`src/logic/mct_pkg.sv`:
```
// Constants and types shared by the measurement counter/timer.
// Behaviour
// - Entering counter mode halts waveform generation and purges memory.
// - Five functions exist: frequency, period, averaged period, width, total.
// - Software sets function, gate time and trigger level for later readings.
// - Frequency readings queue one at a time; the next waits for a read.
// - Totalize adds one for every qualifying trigger edge.
// - Normal display mode repeats measurements with no software action.
// - Hold mode makes exactly one measurement when a result read asks.
// - In hold mode a counter reset must come before the next measurement.
// - Counter reset clears the counting logic, flushes the queue and arms.
// - Normal mode shows each result for about 300 ms before the next gate.
// - Normal mode never delivers more than three results per second.
// - A hold reading starts at a valid trigger edge, or at once for totalize, and ends at gate close.
// - Hold mode processes each reading for about 100 ms, ten per second.
// - A gate too short for enough edges still opens but yields no result.
// - A frequency or hold-mode result is kept until software reads it; others are replaced by the next result.
package mct_pkg;
	localparam int unsigned CLK_HZ = 25000000;
	localparam int unsigned DISPLAY_MS = 300;
	localparam int unsigned PROC_MS = 100;
	localparam int unsigned MAX_RESULTS_PER_S = 3;
	localparam int unsigned DISPLAY_CYC = CLK_HZ / 1000 * DISPLAY_MS;
	localparam int unsigned PROC_CYC = CLK_HZ / 1000 * PROC_MS;
	localparam int unsigned RATE_CYC =
		(CLK_HZ + MAX_RESULTS_PER_S - 1) / MAX_RESULTS_PER_S;
	localparam int unsigned DIV_W = 64;

	// Register byte offsets.
	localparam logic [7:0] OFS_CTRL = 8'h00;
	localparam logic [7:0] OFS_GATE = 8'h04;
	localparam logic [7:0] OFS_LEVEL = 8'h08;
	localparam logic [7:0] OFS_CMD = 8'h0c;
	localparam logic [7:0] OFS_STATUS = 8'h10;
	localparam logic [7:0] OFS_RESULT = 8'h14;

	// Field positions.
	localparam int unsigned CTRL_EN_BIT = 0;
	localparam int unsigned CTRL_FN_LSB = 1;
	localparam int unsigned CTRL_HOLD_BIT = 4;
	localparam int unsigned CMD_RESET_BIT = 0;
	localparam int unsigned ST_STATE_LSB = 8;

	// Values after reset: 100 ms gate, mid-scale trigger level.
	localparam logic [31:0] GATE_RST = 32'h002625a0;
	localparam logic [7:0] LEVEL_RST = 8'h80;

	typedef enum logic [2:0] {
		MCT_FREQ = 3'h0,
		MCT_PER = 3'h1,
		MCT_APER = 3'h2,
		MCT_PULS = 3'h3,
		MCT_TOT = 3'h4
	} mct_fn_t;

	typedef enum logic [4:0] {
		ST_IDLE = 5'h01,
		ST_ARM = 5'h02,
		ST_GATE = 5'h04,
		ST_CALC = 5'h08,
		ST_PROC = 5'h10
	} mct_state_t;
endpackage

```
`src/logic/mct_div.sv`:
```
// Restoring divider, one quotient bit per clock.
`timescale 1ns/1ps
module mct_div #(
	parameter int unsigned W = 64
) (
	input wire logic clk_in, // Core clock.
	input wire logic rst_in, // Synchronous reset, active high.
	input wire logic start_in, // Pulse: load operands and start.
	input wire logic [W-1:0] num_in, // Dividend.
	input wire logic [W-1:0] den_in, // Divisor, non-zero.
	output logic done_out, // One-cycle pulse when quotient is ready.
	output logic [W-1:0] quot_out // Quotient, held until next done.
);
	localparam int unsigned CW = $clog2(W) + 1;
	logic [W-1:0] rem;
	logic [W-1:0] quo;
	logic [W-1:0] den;
	logic [CW-1:0] cnt;
	logic busy;
	wire logic [W:0] shifted = {rem, quo[W-1]};
	wire logic [W:0] trial = shifted - {1'b0, den};
	wire logic fits = ~trial[W];
	wire logic [W-1:0] next_quo = {quo[W-2:0], fits};

	generate
		if (W < 2) begin : g_chk
			$error("mct_div needs W of at least 2");
		end
	endgenerate

	// Shift and subtract; a busy divider ignores a new start.
	always_ff @(posedge clk_in) begin
		if (rst_in) begin
			rem <= '0;
			quo <= '0;
			den <= '0;
			cnt <= '0;
			busy <= 1'b0;
			done_out <= 1'b0;
			quot_out <= '0;
		end else begin
			done_out <= 1'b0;
			if (start_in && !busy) begin
				rem <= '0;
				quo <= num_in;
				den <= den_in;
				cnt <= CW'(W);
				busy <= 1'b1;
			end else if (busy) begin
				rem <= fits ? trial[W-1:0] : shifted[W-1:0];
				quo <= next_quo;
				cnt <= cnt - 1'b1;
				if (cnt == CW'(1)) begin
					busy <= 1'b0;
					done_out <= 1'b1;
					quot_out <= next_quo;
				end
			end
		end
	end
endmodule

```
`src/logic/mct_edge.sv`:
```
// Edge detector for the trigger comparator output.
`timescale 1ns/1ps
module mct_edge (
	input wire logic clk_in, // Core clock.
	input wire logic rst_in, // Synchronous reset, active high.
	input wire logic sig_in, // Comparator level, synchronous.
	output logic rise_out, // One-cycle pulse on a rising crossing.
	output logic fall_out // One-cycle pulse on a falling crossing.
);
	logic prev;

	// The previous level; reset low so a high input at release is a crossing.
	always_ff @(posedge clk_in) begin
		if (rst_in) begin
			prev <= 1'b0;
		end else begin
			prev <= sig_in;
		end
	end

	// Crossings of the programmed trigger level.
	assign rise_out = sig_in & ~prev;
	assign fall_out = ~sig_in & prev;
endmodule

```
`src/logic/mct_top.sv`:
```
// Measurement counter/timer with its APB register slave.
//
// Implementation choices: the APB interface to the registers and the placing of the registers.
`timescale 1ns/1ps
module mct_top #(
	parameter int unsigned DISPLAY_CYCLES = mct_pkg::DISPLAY_CYC,
	parameter int unsigned PROC_CYCLES = mct_pkg::PROC_CYC,
	parameter int unsigned RATE_CYCLES = mct_pkg::RATE_CYC
) (
	input wire logic CORE_CLK_IN, // Core clock, 25 MHz.
	input wire logic RESET_IN, // Synchronous reset, active high.
	input wire logic PSEL_IN, // APB select.
	input wire logic PENABLE_IN, // APB access phase.
	input wire logic PWRITE_IN, // APB direction, high for write.
	input wire logic [7:0] PADDR_IN, // APB byte address.
	input wire logic [31:0] PWDATA_IN, // APB write data.
	output logic [31:0] PRDATA_OUT, // APB read data.
	output logic PREADY_OUT, // APB ready.
	output logic PSLVERR_OUT, // APB error on unmapped address.
	input wire logic TRIG_IN, // Trigger comparator output.
	output logic [7:0] TRIG_LEVEL_OUT, // Level for the trigger comparator.
	output logic GEN_HALT_OUT, // Waveform generation stopped.
	output logic PURGE_OUT, // Pulse: purge waveform memory.
	output logic GATE_OPEN_OUT, // Measurement gate open.
	output logic RESULT_VALID_OUT // Output queue holds a result.
);
	import mct_pkg::*;

	logic ctrl_en;
	mct_fn_t ctrl_fn;
	logic ctrl_hold;
	logic [31:0] gate_time;
	mct_state_t state;
	mct_state_t next_state;
	mct_fn_t cur_fn;
	logic armed;
	logic no_res;
	logic [31:0] result;
	logic [31:0] t_cnt;
	logic [31:0] edges;
	logic [31:0] last_rise;
	logic [31:0] per_val;
	logic [31:0] width_val;
	logic have_per;
	logic have_fall;
	logic [31:0] total;
	logic [31:0] dly_cnt;
	logic [31:0] rate_cnt;
	logic calc_started;
	logic rise;
	logic fall;
	logic div_done;
	logic [DIV_W-1:0] quot;

	generate
		if (DISPLAY_CYCLES < 1 || PROC_CYCLES < 1 || RATE_CYCLES < 1) begin : g_chk
			$error("mct_top cycle counts must be at least 1");
		end
	endgenerate

	// Only codes of the five functions are accepted into the control field.
	function automatic logic fn_ok(input logic [2:0] code);
		fn_ok = (code <= MCT_TOT);
	endfunction

	// Functions whose result needs the divider.
	function automatic logic fn_div(input mct_fn_t fn);
		fn_div = (fn == MCT_FREQ) || (fn == MCT_APER);
	endfunction

	// APB decode; side effects act only at the completing edge.
	wire logic acc = PSEL_IN & PENABLE_IN;
	wire logic first_acc = acc & ~PREADY_OUT;
	wire logic done_acc = acc & PREADY_OUT;
	wire logic wr = done_acc & PWRITE_IN;
	wire logic rd = done_acc & ~PWRITE_IN;
	wire logic hit_ctrl = PADDR_IN == OFS_CTRL;
	wire logic hit_gate = PADDR_IN == OFS_GATE;
	wire logic hit_level = PADDR_IN == OFS_LEVEL;
	wire logic hit_cmd = PADDR_IN == OFS_CMD;
	wire logic hit_status = PADDR_IN == OFS_STATUS;
	wire logic hit_result = PADDR_IN == OFS_RESULT;
	wire logic mapped = hit_ctrl | hit_gate | hit_level | hit_cmd |
		hit_status | hit_result;
	wire logic [2:0] wr_fn = PWDATA_IN[CTRL_FN_LSB +: 3];

	// Mode entry and the counter reset command.
	wire logic en_rise = wr & hit_ctrl & PWDATA_IN[CTRL_EN_BIT] & ~ctrl_en;
	wire logic cnt_reset = en_rise | (wr & hit_cmd & PWDATA_IN[CMD_RESET_BIT]);
	wire logic res_read = rd & hit_result;
	wire logic hold_go = ctrl_hold & armed & res_read;
	wire logic freq_blocked = (ctrl_fn == MCT_FREQ) & RESULT_VALID_OUT;
	wire logic norm_go = ~ctrl_hold & (rate_cnt == 32'h0) &
		(dly_cnt == 32'h0) & ~freq_blocked;
	wire logic gate_end = t_cnt >= gate_time - 32'h1;

	// Result of the closed gate and whether enough edges passed.
	wire logic short_gate = ((cur_fn == MCT_FREQ) && (edges == 32'h0)) ||
		((cur_fn == MCT_APER) && (edges == 32'h0)) ||
		((cur_fn == MCT_PER) && !have_per) ||
		((cur_fn == MCT_PULS) && !have_fall);
	wire logic [DIV_W-1:0] div_num = (cur_fn == MCT_FREQ) ?
		64'({32'h0, edges} * 64'(CLK_HZ)) : {32'h0, last_rise};
	wire logic [DIV_W-1:0] div_den = (cur_fn == MCT_FREQ) ?
		{32'h0, gate_time} : {32'h0, edges};
	wire logic div_start = (state == ST_CALC) & ~calc_started &
		~short_gate & fn_div(cur_fn);
	wire logic calc_done = (state == ST_CALC) &
		(short_gate | ~fn_div(cur_fn) | div_done);
	wire logic [31:0] calc_val = (cur_fn == MCT_PER) ? per_val :
		(cur_fn == MCT_PULS) ? width_val :
		(cur_fn == MCT_TOT) ? total : quot[31:0];
	wire logic [31:0] status_word = {19'h0, state, 4'h0,
		state != ST_IDLE, armed, no_res, RESULT_VALID_OUT};

	// Read data for the addressed register; unmapped words read as zero.
	wire logic [31:0] rdata = hit_ctrl ? {27'h0, ctrl_hold, ctrl_fn, ctrl_en} :
		hit_gate ? gate_time :
		hit_level ? {24'h0, TRIG_LEVEL_OUT} :
		hit_status ? status_word :
		hit_result ? result : 32'h0;

	mct_edge u_edge (
		.clk_in(CORE_CLK_IN),
		.rst_in(RESET_IN),
		.sig_in(TRIG_IN),
		.rise_out(rise),
		.fall_out(fall)
	);

	mct_div #(
		.W(DIV_W)
	) u_div (
		.clk_in(CORE_CLK_IN),
		.rst_in(RESET_IN),
		.start_in(div_start),
		.num_in(div_num),
		.den_in(div_den),
		.done_out(div_done),
		.quot_out(quot)
	);

	// APB answer: ready one cycle into the access phase, no wait beyond.
	always_ff @(posedge CORE_CLK_IN) begin
		if (RESET_IN) begin
			PREADY_OUT <= 1'b0;
			PRDATA_OUT <= 32'h0;
			PSLVERR_OUT <= 1'b0;
		end else begin
			PREADY_OUT <= first_acc;
			PSLVERR_OUT <= first_acc & ~mapped;
			if (first_acc && !PWRITE_IN) begin
				PRDATA_OUT <= rdata;
			end
		end
	end

	// Software-written settings; a zero gate time is stored as one cycle.
	always_ff @(posedge CORE_CLK_IN) begin
		if (RESET_IN) begin
			ctrl_en <= 1'b0;
			ctrl_fn <= MCT_FREQ;
			ctrl_hold <= 1'b0;
			gate_time <= GATE_RST;
			TRIG_LEVEL_OUT <= LEVEL_RST;
		end else if (wr) begin
			if (hit_ctrl) begin
				ctrl_en <= PWDATA_IN[CTRL_EN_BIT];
				ctrl_hold <= PWDATA_IN[CTRL_HOLD_BIT];
				if (fn_ok(wr_fn)) begin
					ctrl_fn <= mct_fn_t'(wr_fn);
				end
			end
			if (hit_gate) begin
				gate_time <= (PWDATA_IN == 32'h0) ? 32'h1 : PWDATA_IN;
			end
			if (hit_level) begin
				TRIG_LEVEL_OUT <= PWDATA_IN[7:0];
			end
		end
	end

	// Waveform side is held off and purged on entry to counter mode.
	always_ff @(posedge CORE_CLK_IN) begin
		if (RESET_IN) begin
			GEN_HALT_OUT <= 1'b0;
			PURGE_OUT <= 1'b0;
		end else begin
			GEN_HALT_OUT <= ctrl_en | en_rise;
			PURGE_OUT <= en_rise;
		end
	end

	// Sequencer: a reset or leaving the mode always returns to idle.
	always_comb begin
		next_state = state;
		case (state)
			ST_IDLE: begin
				if (hold_go || norm_go) begin
					next_state = ST_ARM;
				end
			end
			ST_ARM: begin
				if (ctrl_fn == MCT_TOT || rise) begin
					next_state = ST_GATE;
				end
			end
			ST_GATE: begin
				if (gate_end) begin
					next_state = ST_CALC;
				end
			end
			ST_CALC: begin
				if (calc_done) begin
					next_state = ST_PROC;
				end
			end
			ST_PROC: begin
				if (dly_cnt == 32'h0) begin
					next_state = ST_IDLE;
				end
			end
			default: begin
				next_state = ST_IDLE;
			end
		endcase
		if (!ctrl_en || cnt_reset) begin
			next_state = ST_IDLE;
		end
	end

	// State, gate output and the hold-mode arming flag.
	always_ff @(posedge CORE_CLK_IN) begin
		if (RESET_IN) begin
			state <= ST_IDLE;
			GATE_OPEN_OUT <= 1'b0;
			armed <= 1'b0;
			calc_started <= 1'b0;
		end else begin
			state <= next_state;
			GATE_OPEN_OUT <= next_state == ST_GATE;
			calc_started <= state == ST_CALC;
			if (cnt_reset) begin
				armed <= 1'b1;
			end else if (hold_go) begin
				armed <= 1'b0;
			end
		end
	end

	// Gate counters; time is in reference cycles since the opening edge.
	always_ff @(posedge CORE_CLK_IN) begin
		if (RESET_IN || cnt_reset) begin
			cur_fn <= MCT_FREQ;
			t_cnt <= 32'h0;
			edges <= 32'h0;
			last_rise <= 32'h0;
			per_val <= 32'h0;
			width_val <= 32'h0;
			have_per <= 1'b0;
			have_fall <= 1'b0;
		end else if (state == ST_ARM) begin
			cur_fn <= ctrl_fn;
			t_cnt <= 32'h0;
			edges <= 32'h0;
			last_rise <= 32'h0;
			have_per <= 1'b0;
			have_fall <= 1'b0;
		end else if (state == ST_GATE) begin
			t_cnt <= t_cnt + 32'h1;
			if (rise) begin
				edges <= edges + 32'h1;
				last_rise <= t_cnt + 32'h1;
				if (!have_per) begin
					per_val <= t_cnt + 32'h1;
					have_per <= 1'b1;
				end
			end
			if (fall && !have_fall) begin
				width_val <= t_cnt + 32'h1;
				have_fall <= 1'b1;
			end
		end
	end

	// Totalize runs across gates and only a counter reset clears it.
	always_ff @(posedge CORE_CLK_IN) begin
		if (RESET_IN || cnt_reset) begin
			total <= 32'h0;
		end else if (ctrl_en && ctrl_fn == MCT_TOT && rise) begin
			total <= total + 32'h1;
		end
	end

	// Display or processing delay after each gate, and the rate floor.
	always_ff @(posedge CORE_CLK_IN) begin
		if (RESET_IN || cnt_reset) begin
			dly_cnt <= 32'h0;
			rate_cnt <= 32'h0;
		end else begin
			if (calc_done) begin
				dly_cnt <= ctrl_hold ? 32'(PROC_CYCLES - 1) :
					32'(DISPLAY_CYCLES - 1);
			end else if (dly_cnt != 32'h0) begin
				dly_cnt <= dly_cnt - 32'h1;
			end
			if (state == ST_ARM && next_state == ST_GATE) begin
				rate_cnt <= 32'(RATE_CYCLES - 1);
			end else if (rate_cnt != 32'h0) begin
				rate_cnt <= rate_cnt - 32'h1;
			end
		end
	end

	// One-entry output queue; a push in the cycle of a read wins.
	always_ff @(posedge CORE_CLK_IN) begin
		if (RESET_IN || cnt_reset) begin
			result <= 32'h0;
			RESULT_VALID_OUT <= 1'b0;
			no_res <= 1'b0;
		end else if (calc_done) begin
			no_res <= short_gate;
			if (!short_gate) begin
				result <= calc_val;
				RESULT_VALID_OUT <= 1'b1;
			end else if (res_read) begin
				RESULT_VALID_OUT <= 1'b0;
			end
		end else if (res_read) begin
			RESULT_VALID_OUT <= 1'b0;
		end
	end
endmodule
```
`config.mk`:
```
export PLATFORM = sky130hd
export DESIGN_NAME = mct_top
export DESIGN_NICKNAME = d
export VERILOG_FILES = /design/src/logic/mct_pkg.sv /design/src/logic/mct_div.sv /design/src/logic/mct_edge.sv /design/src/logic/mct_top.sv
export SDC_FILE = /design/constraint.sdc
export NUM_CORES = 2
export LEC_CHECK = 0
export ABC_CLOCK_PERIOD_IN_PS = 9000
export BUFFER_PORTS_ARGS = -buffer_cell sky130_fd_sc_hd__clkbuf_2
export CAP_MARGIN = 20
export CORE_MARGIN = 4
export CORE_UTILIZATION = 40
export DETAILED_ROUTE_END_ITERATION = 7
export GPL_TIMING_DRIVEN = 0
export MAX_ROUTING_LAYER = met4
export PLACE_DENSITY = 0.61
export SYNTH_ARGS = -nofsm -noshare
export SYNTH_HDL_FRONTEND = slang
export SYNTH_SLANG_ARGS = --single-unit
```
`constraint.sdc`:
```
create_clock -name CORE_CLK_IN -period 9 [get_ports CORE_CLK_IN]
set_clock_uncertainty 0.2 [all_clocks]
set_input_delay 0.45 -clock CORE_CLK_IN [delete_from_list [all_inputs] [get_ports CORE_CLK_IN]]
set_output_delay 0.45 -clock CORE_CLK_IN [all_outputs]
set_load 0.05 [all_outputs]
```
# == Yosys cells after proc, flatten, opt, wreduce, memory -nomap -nowiden ==
# Index checks and enable logic that the tools add are counted.
# op_classes
n_addsub,8
mul,1
magnitude_cmp,2
eq_ne,18
mux,37
n_bitwise,49
reduce_logical,50
# ops
op,n
32-bit 2-to-1 mux,12
64-bit 2-to-1 mux,3
32-bit zero test,4
"32-bit by 1-bit adder with 32-bit output, second input constant",3
"32-bit by 1-bit subtractor with 32-bit output, second input constant",3
23-bit 2-to-1 mux,3
65-bit by 64-bit subtractor with 65-bit output,1
32-bit nonzero test,2
57-bit 2-to-1 mux,1
"32-bit by 19-bit multiplier with 51-bit output, second input constant",1
32-bit greater-or-equal comparator,1
5-bit 2-to-1 mux,6
5-bit case mux with 5 select lines,1
1-bit bitwise AND,24
"8-bit by 4-bit == test with 1-bit output, second input constant",2
"8-bit by 5-bit == test with 1-bit output, second input constant",2
1-bit NOT,16
7-bit 2-to-1 mux,2
2-bit AND reduction,6
"5-bit by 3-bit == test with 1-bit output, second input constant",2
1-bit logical AND,10
1-bit 2-to-1 mux,9
1-bit bitwise OR,9
3-bit AND reduction,3
other kinds (20),39
# word_totals
reg_bits,618
in_bits,46
output_inout_bits,46
wordCells,203

# == Longest topological paths before layout ==
# depth
word_depth,14
depth_mapped,25

# == By module ==
# Synthesis repeated with hierarchy kept, for this count alone.
# unflattened
hier_cells,5481
hier_area_um2,45229.6
# modules_own_cells
module,n_inst,cells_each,area_each_um2,seq_area_each_um2
mct_top,1,3559,30670.7,7687.4
mct_div,1,1918,14520.2,5305.1
mct_edge,1,4,38.8,20.0

# == Worst setup path after synthesis ==
# OpenSTA, ideal clock, no wires.
# synth_path
path_kind,register to register
startpoint,register edges[5]
endpoint,register u_div.quo[55]
setup_ps,131
arrival_ps,6186
setup_slack_ps,2483
stages_incl_launch_ff,23
path_buffers,1
path_cell_list,dfxtp_1 inv_1 fa_1 inv_1 fa_1 fa_1 fa_1 fa_1 inv_1 fa_1 inv_1 ha_1 clkbuf_1 a21o_1 a31oi_1 o221ai_1 a211o_1 o21ai_0 o21ai_1 a221o_1 a221oi_1 xor2_1 o22ai_1
# synth_between
elab_chain_cells,10
elab_cells_between_ends,14
# synth_rtl
item,line,source
start: declaration,mct_top.sv:40,logic [31:0] edges;
start signal: assignment,mct_top.sv:272,edges <= edges + 32'h1;
branches (longest 10 deep; another with 32-bit by 19-bit multiplier with 51-bit output),--,
end signal: assignment,mct_div.sv:45,quo <= num_in;
end signal: assignment,mct_div.sv:51,quo <= next_quo;
end: declaration,mct_div.sv:16,logic [W-1:0] quo;
# Parallel ways; which one is timed is not known.
# A chain may end at the register's enable or synchronous reset.

# == Worst setup path in the final report ==
# layout_path
startpoint,register edges[4]
endpoint,register u_div.quo[46]
# Same word-level chain as after synthesis.

==> reports/metrics.sh <==
WORST_SKEW_PAIR.LATE_LATENCY_NS=0.63
SYNTH_CELL_TYPE_COUNT=84
ROUTEDWLPERCELL_UM=21.8
CTS_TREE='yes'
MAX_CAP_VIOLATIONS=0
LEAKAGEPOWER_nW=19.1
SYNTHDOMINANTAREACELLTYPE='sky130_fd_sc_hd__dfxtp_1'
DP.FINAL_HPWL_UM=111000
CRITICAL_PATH_CLASS='register to register'
FINAL_AREA_UM2=45500
SYN_AVG_CELL_AREA_UM2=8.40
FINAL_SETUP_SLACK_OF_THE_WORST_PATH_NS=0.936
DRIVE_GT1_FRAC=0.0483
GRT_PASS1_WL_UM=214000
FINALHOLDVIOLATIONS=0
POSTSYNTHCELLCOUNT=4841
GLOBALROUTEOVERFLOWTOTAL=0
CLOCKROOTBUFFER='sky130_fd_sc_hd__clkbuf_16'
SETUP_VIOL=0
CRITICAL_PATH.MAX_FANOUT=8
HOLD_DEPTH=3
CELLPOWERDENSITY_nW_PER_UM2=145
FLOORPLAN.INITIALDENSITY=0.405
ANTENNA_LEFT=0
R2R.WORST_PATH.CELLS=22
DETAIL_ROUTE.DRC_VIOLATIONS=0
TIMING.FINAL.MAX_SLEW_VIOLATIONS=0
POWER.SWITCHING_mW=1.82
SEQUENTIALPOWERSHARE=0.429
CTS_SETUP_BUFFERS=0
SWITCHING_SHARE=0.276
GP_CONGESTION=0.956
FLOORPLAN.CORE_AREA_UM2=100000
WORST_EP_REQUIRED_TIME_NS=9.27
BOUNDARYPINS=92
MET3_USAGE_IN_GLOBAL_ROUTING=0.0406
SHARE_OF_TOTAL_POWER_IN_COMBINATIONAL_LOGIC=0.140
AVGVIACOUNTPERCELL=5.50
DIE_AREA_UM2=107000
DETAILEDROUTE.FIRSTITERATIONVIOLATIONS=3304
PORT-BUFFER-COUNT=89
POST_DP_CELL_AREA_UM2=42900
SYNTH-EDFF-COUNT=0
GRT.TOTAL_USAGE=0.267
FLOORPLAN.DIE.WIDTH_UM=327
PATH_COMMON_CELL='sky130_fd_sc_hd__fa_1'
VIA_COUNT_OF_THE_FIRST_GLOBAL_ROUTING_PASS=34578
PLACE_WS_NS=1.08
TIMING.CRITICAL_PATH.SLOWEST_STAGE_CELL='sky130_fd_sc_hd__dfxtp_1'
CRITICAL-PATH-MAX-STAGE-DELAY_NS=0.66
LAYOUT.FILLER_CELLS=10108
SYNTH_LARGEST_TYPE_AREA_FRACTION=0.288
GRT_MOST_USED_LAYER='met2'
FLOORPLAN.ROWS=116
GRT.MET2_USAGE=0.424
SYNTHESIS.YOSYS.WARNINGS=0
FMAX_GHz=0.124
ENDPOINT_KIND='register'
WORST_PIN_SLEW_NS=1.25
SLEW_HEADROOM=0.169
HOLD_PATH.CLASS='primary input to register'
CTS_BUFFERS=68
CLKSINKCOUNT=586
SETUP_REPAIR_AFTER_GLOBAL_ROUTING_MISSED_ITS_MARGIN='no'
CRITPATHARRIVALTIME_NS=8.33
POWER.CLOCK.FRACTION=0.431
WORST_R2R_STARTPOINT='edges[4]'
SYNTH.NET_COUNT=5460
CTS.CLK_SLEW.WORST_PATHS_NS=0.06
DETAILROUTE.VIA_COUNT=35482
DP_CELLS=6296
GRT_ANTENNA_BEFORE_REPAIR=3
SYNTHTOLAYOUTAREAGROWTH_PCT=11.7
TIMING.REG2REG.SETUP_SLACK_NS=0.94
DRT-PASS1-ITER-COUNT=5
SYNTH_ASYNC_SR_FLOP_SHARE=0
DRT-TOTAL-WL_UM=141000
MAPPEDNETLISTAREA_UM2=40700
GRT_MAX_DEGREE=14
SETUP-TNS-FINAL_NS=0
SYNTH_TOP_FLOP_CELL='sky130_fd_sc_hd__dfxtp_1'
DIE_HEIGHT_UM=327
INSTANCES_NO_FILL=6448
YS_SEQ_ELEMENTS=586
MET1_USAGE=0.342
SYNTH_SEQUENTIAL_AREA_RATIO=0.288
FIN_CRIT_NS=8.06
OUTCOME='finished, final reports clean'
HOLD_END='gate_time[3]'
CTS_MAX_PATH_BUFFERS=3
TOTAL_POWER_mW=6.60
LAYOUT_WORST_PATH_CYCLE_SHARE=0.896
CRIT-REG2REG-CAPTURE='u_div.quo[46]'
CRIT_PATH_CELL_TRACE='inv_1 > fa_1 > fa_1 > inv_1 > fa_1 > fa_1 > fa_1 > inv_1 > fa_1 > inv_1 > ha_1 > clkbuf_1 > a21oi_1 > o221ai_1 > a31oi_1 > o31ai_1 > a221oi_1 > o211ai_1 > o31ai_1 > xnor2_1 > a221oi_1 > nor3_1'
POWER.IR.VDD_WORST_uV=142
INTERNAL_POWER_mW=4.78
HP-START='PWDATA_IN[3]'
FINALNETCOUNT=5659
CRITICAL_PATH.STARTPOINT_TYPE='register'
HTREE_LEVELS=3
SYNTH.TOP_CELLS.BY_AREA='sky130_fd_sc_hd__dfxtp_1 (29%), sky130_fd_sc_hd__fa_1 (14%), sky130_fd_sc_hd__ha_1 (8.7%), sky130_fd_sc_hd__nor2_1 (5.7%), sky130_fd_sc_hd__inv_1 (4.6%)'
## repair_timing
item,in CTS,in global routing
resized for setup,0,0
hold buffers,31,0
hold endpoints to repair,35,0
## per-layer routing
layer / up-vias / part of all wire
li1: 16808 / -
met1: 17200 / 0.43
met2: 1198 / 0.46
met3: 276 / 0.068
met4: 0 / 0.044
met5: - / 0
## layout by cell type (no fill, tap or decap), types with 15 or more instances in the layout
cell type	netlist	layout
sky130_fd_sc_hd__nor2_1	619	619
sky130_fd_sc_hd__dfxtp_1	586	586
sky130_fd_sc_hd__inv_1	494	494
sky130_fd_sc_hd__nand2_1	415	415
sky130_fd_sc_hd__a21oi_1	363	363
sky130_fd_sc_hd__fa_1	290	290
sky130_fd_sc_hd__ha_1	283	283
sky130_fd_sc_hd__clkbuf_1	242	252
sky130_fd_sc_hd__a211oi_1	195	195
sky130_fd_sc_hd__xnor2_1	172	172
sky130_fd_sc_hd__o21ai_0	153	153
sky130_fd_sc_hd__xor2_1	126	126
sky130_fd_sc_hd__nor3_1	113	113
sky130_fd_sc_hd__clkbuf_2	1	90
sky130_fd_sc_hd__nand3_1	87	87
sky130_fd_sc_hd__clkbuf_16	0	69
sky130_fd_sc_hd__mux2i_1	58	58
sky130_fd_sc_hd__nand4_1	55	55
sky130_fd_sc_hd__o211ai_1	53	53
sky130_fd_sc_hd__a21o_1	48	48
sky130_fd_sc_hd__nor4_1	44	43
sky130_fd_sc_hd__a221oi_1	42	42
sky130_fd_sc_hd__and3_1	39	39
sky130_fd_sc_hd__nand2b_1	31	31
sky130_fd_sc_hd__dlygate4sd3_1	0	31
sky130_fd_sc_hd__nor2b_1	25	25
sky130_fd_sc_hd__or3_1	24	24
sky130_fd_sc_hd__nand3b_1	21	21
sky130_fd_sc_hd__buf_1	20	20
sky130_fd_sc_hd__o21bai_1	16	16
sky130_fd_sc_hd__a31oi_1	15	15
## power by group through the flow
stage	combinational, mW	clock [mW]	sequential (mW)
after floorplan	0.704	0	2.89
final	0.926	2.84	2.83
after global routing	1.04	2.99	2.85
after detailed placement	0.907	0	2.89
after global placement	0.894	0	2.88
after CTS	0.927	2.87	2.83
## worst max-delay path, delay by kind of cell (launching register included)
family / cells / cell delay, ns
and+or+nand+nor: 1 / 0.09
DFF: 1 / 0.66
adders and majority gates: 7 / 3.50
AOI/OAI and AO/OA: 8 / 2.55
buffers and inverters: 5 / 0.76
xor gates and xnor gates: 1 / 0.13
## Yosys cell counts (39+ instances only)
library cell,count
sky130_fd_sc_hd__a211oi_1,195
sky130_fd_sc_hd__a21o_1,48
sky130_fd_sc_hd__a21oi_1,363
sky130_fd_sc_hd__a221oi_1,42
sky130_fd_sc_hd__and3_1,39
sky130_fd_sc_hd__clkbuf_1,242
sky130_fd_sc_hd__dfxtp_1,586
sky130_fd_sc_hd__fa_1,290
sky130_fd_sc_hd__ha_1,283
sky130_fd_sc_hd__inv_1,494
sky130_fd_sc_hd__mux2i_1,58
sky130_fd_sc_hd__nand2_1,415
sky130_fd_sc_hd__nand3_1,87
sky130_fd_sc_hd__nand4_1,55
sky130_fd_sc_hd__nor2_1,619
sky130_fd_sc_hd__nor3_1,113
sky130_fd_sc_hd__nor4_1,44
sky130_fd_sc_hd__o211ai_1,53
sky130_fd_sc_hd__o21ai_0,153
sky130_fd_sc_hd__xnor2_1,172
sky130_fd_sc_hd__xor2_1,126
## stage by stage
step                       util  hold WS, ns
after detailed placement  0.427        0.253
after global placement    0.426        0.246
after CTS                 0.452      0.00284
after global routing      0.453       0.0278
final                     0.453       0.0325
after floorplan               -        0.236
## cell families (layout without fill, tap and decap cells)
group	after synthesis	after routing	share of synthesized area
buf+inv	766	1013	0.0712
fa+ha+maj	573	573	0.230
compound gates	998	998	0.156
xor+xnor	298	298	0.0642
mux	58	58	0.0143
flops	586	586	0.288
simple gates	1562	1562	0.176
other cells	0	3	0
## final cells by class
type                            instances  area (µm²)  area share
Clock inverter                         25         294     0.00647
Tap cell                             1357        1700      0.0374
Antenna cell                            3        7.51    0.000165
Timing Repair Buffer                  129         808      0.0178
Multi-Input combinational cell       3489       26100       0.573
Inverter                              495        1860      0.0409
Sequential cell                       586       11700       0.258
Buffer                                271        1040      0.0228
Clock buffer                           93        1960      0.0431
## sequential cells by signal (all words and copies together) (netlist names), 32 cells and up
| register | flops |
|---|---|
| width_val | 32 |
| result | 32 |
| per_val | 32 |
| u_div.quo | 64 |
| rate_cnt | 32 |
| total | 32 |
| edges | 32 |
| u_div.quot_out | 32 |
| u_div.rem | 64 |
| dly_cnt | 32 |
| gate_time | 32 |
| u_div.den | 32 |
| PRDATA_OUT | 32 |
| t_cnt | 32 |
| last_rise | 32 |
## worst max path at each step
stage              from            end  slack [ns]  depth (start not counted)
6_report       edges[4]  u_div.quo[46]        0.94                         22
5_1_grt        edges[4]  u_div.quo[46]        0.63                         22
4_1_cts        edges[4]  u_div.quo[46]        1.06                         22
3_5_place_dp   edges[4]  u_div.quo[46]        1.08                         22
3_3_place_gp   edges[4]  u_div.quo[46]        1.14                         22
2_1_floorplan  edges[5]  u_div.quo[55]        2.48                         22
(Power assumes the default switching activity.)
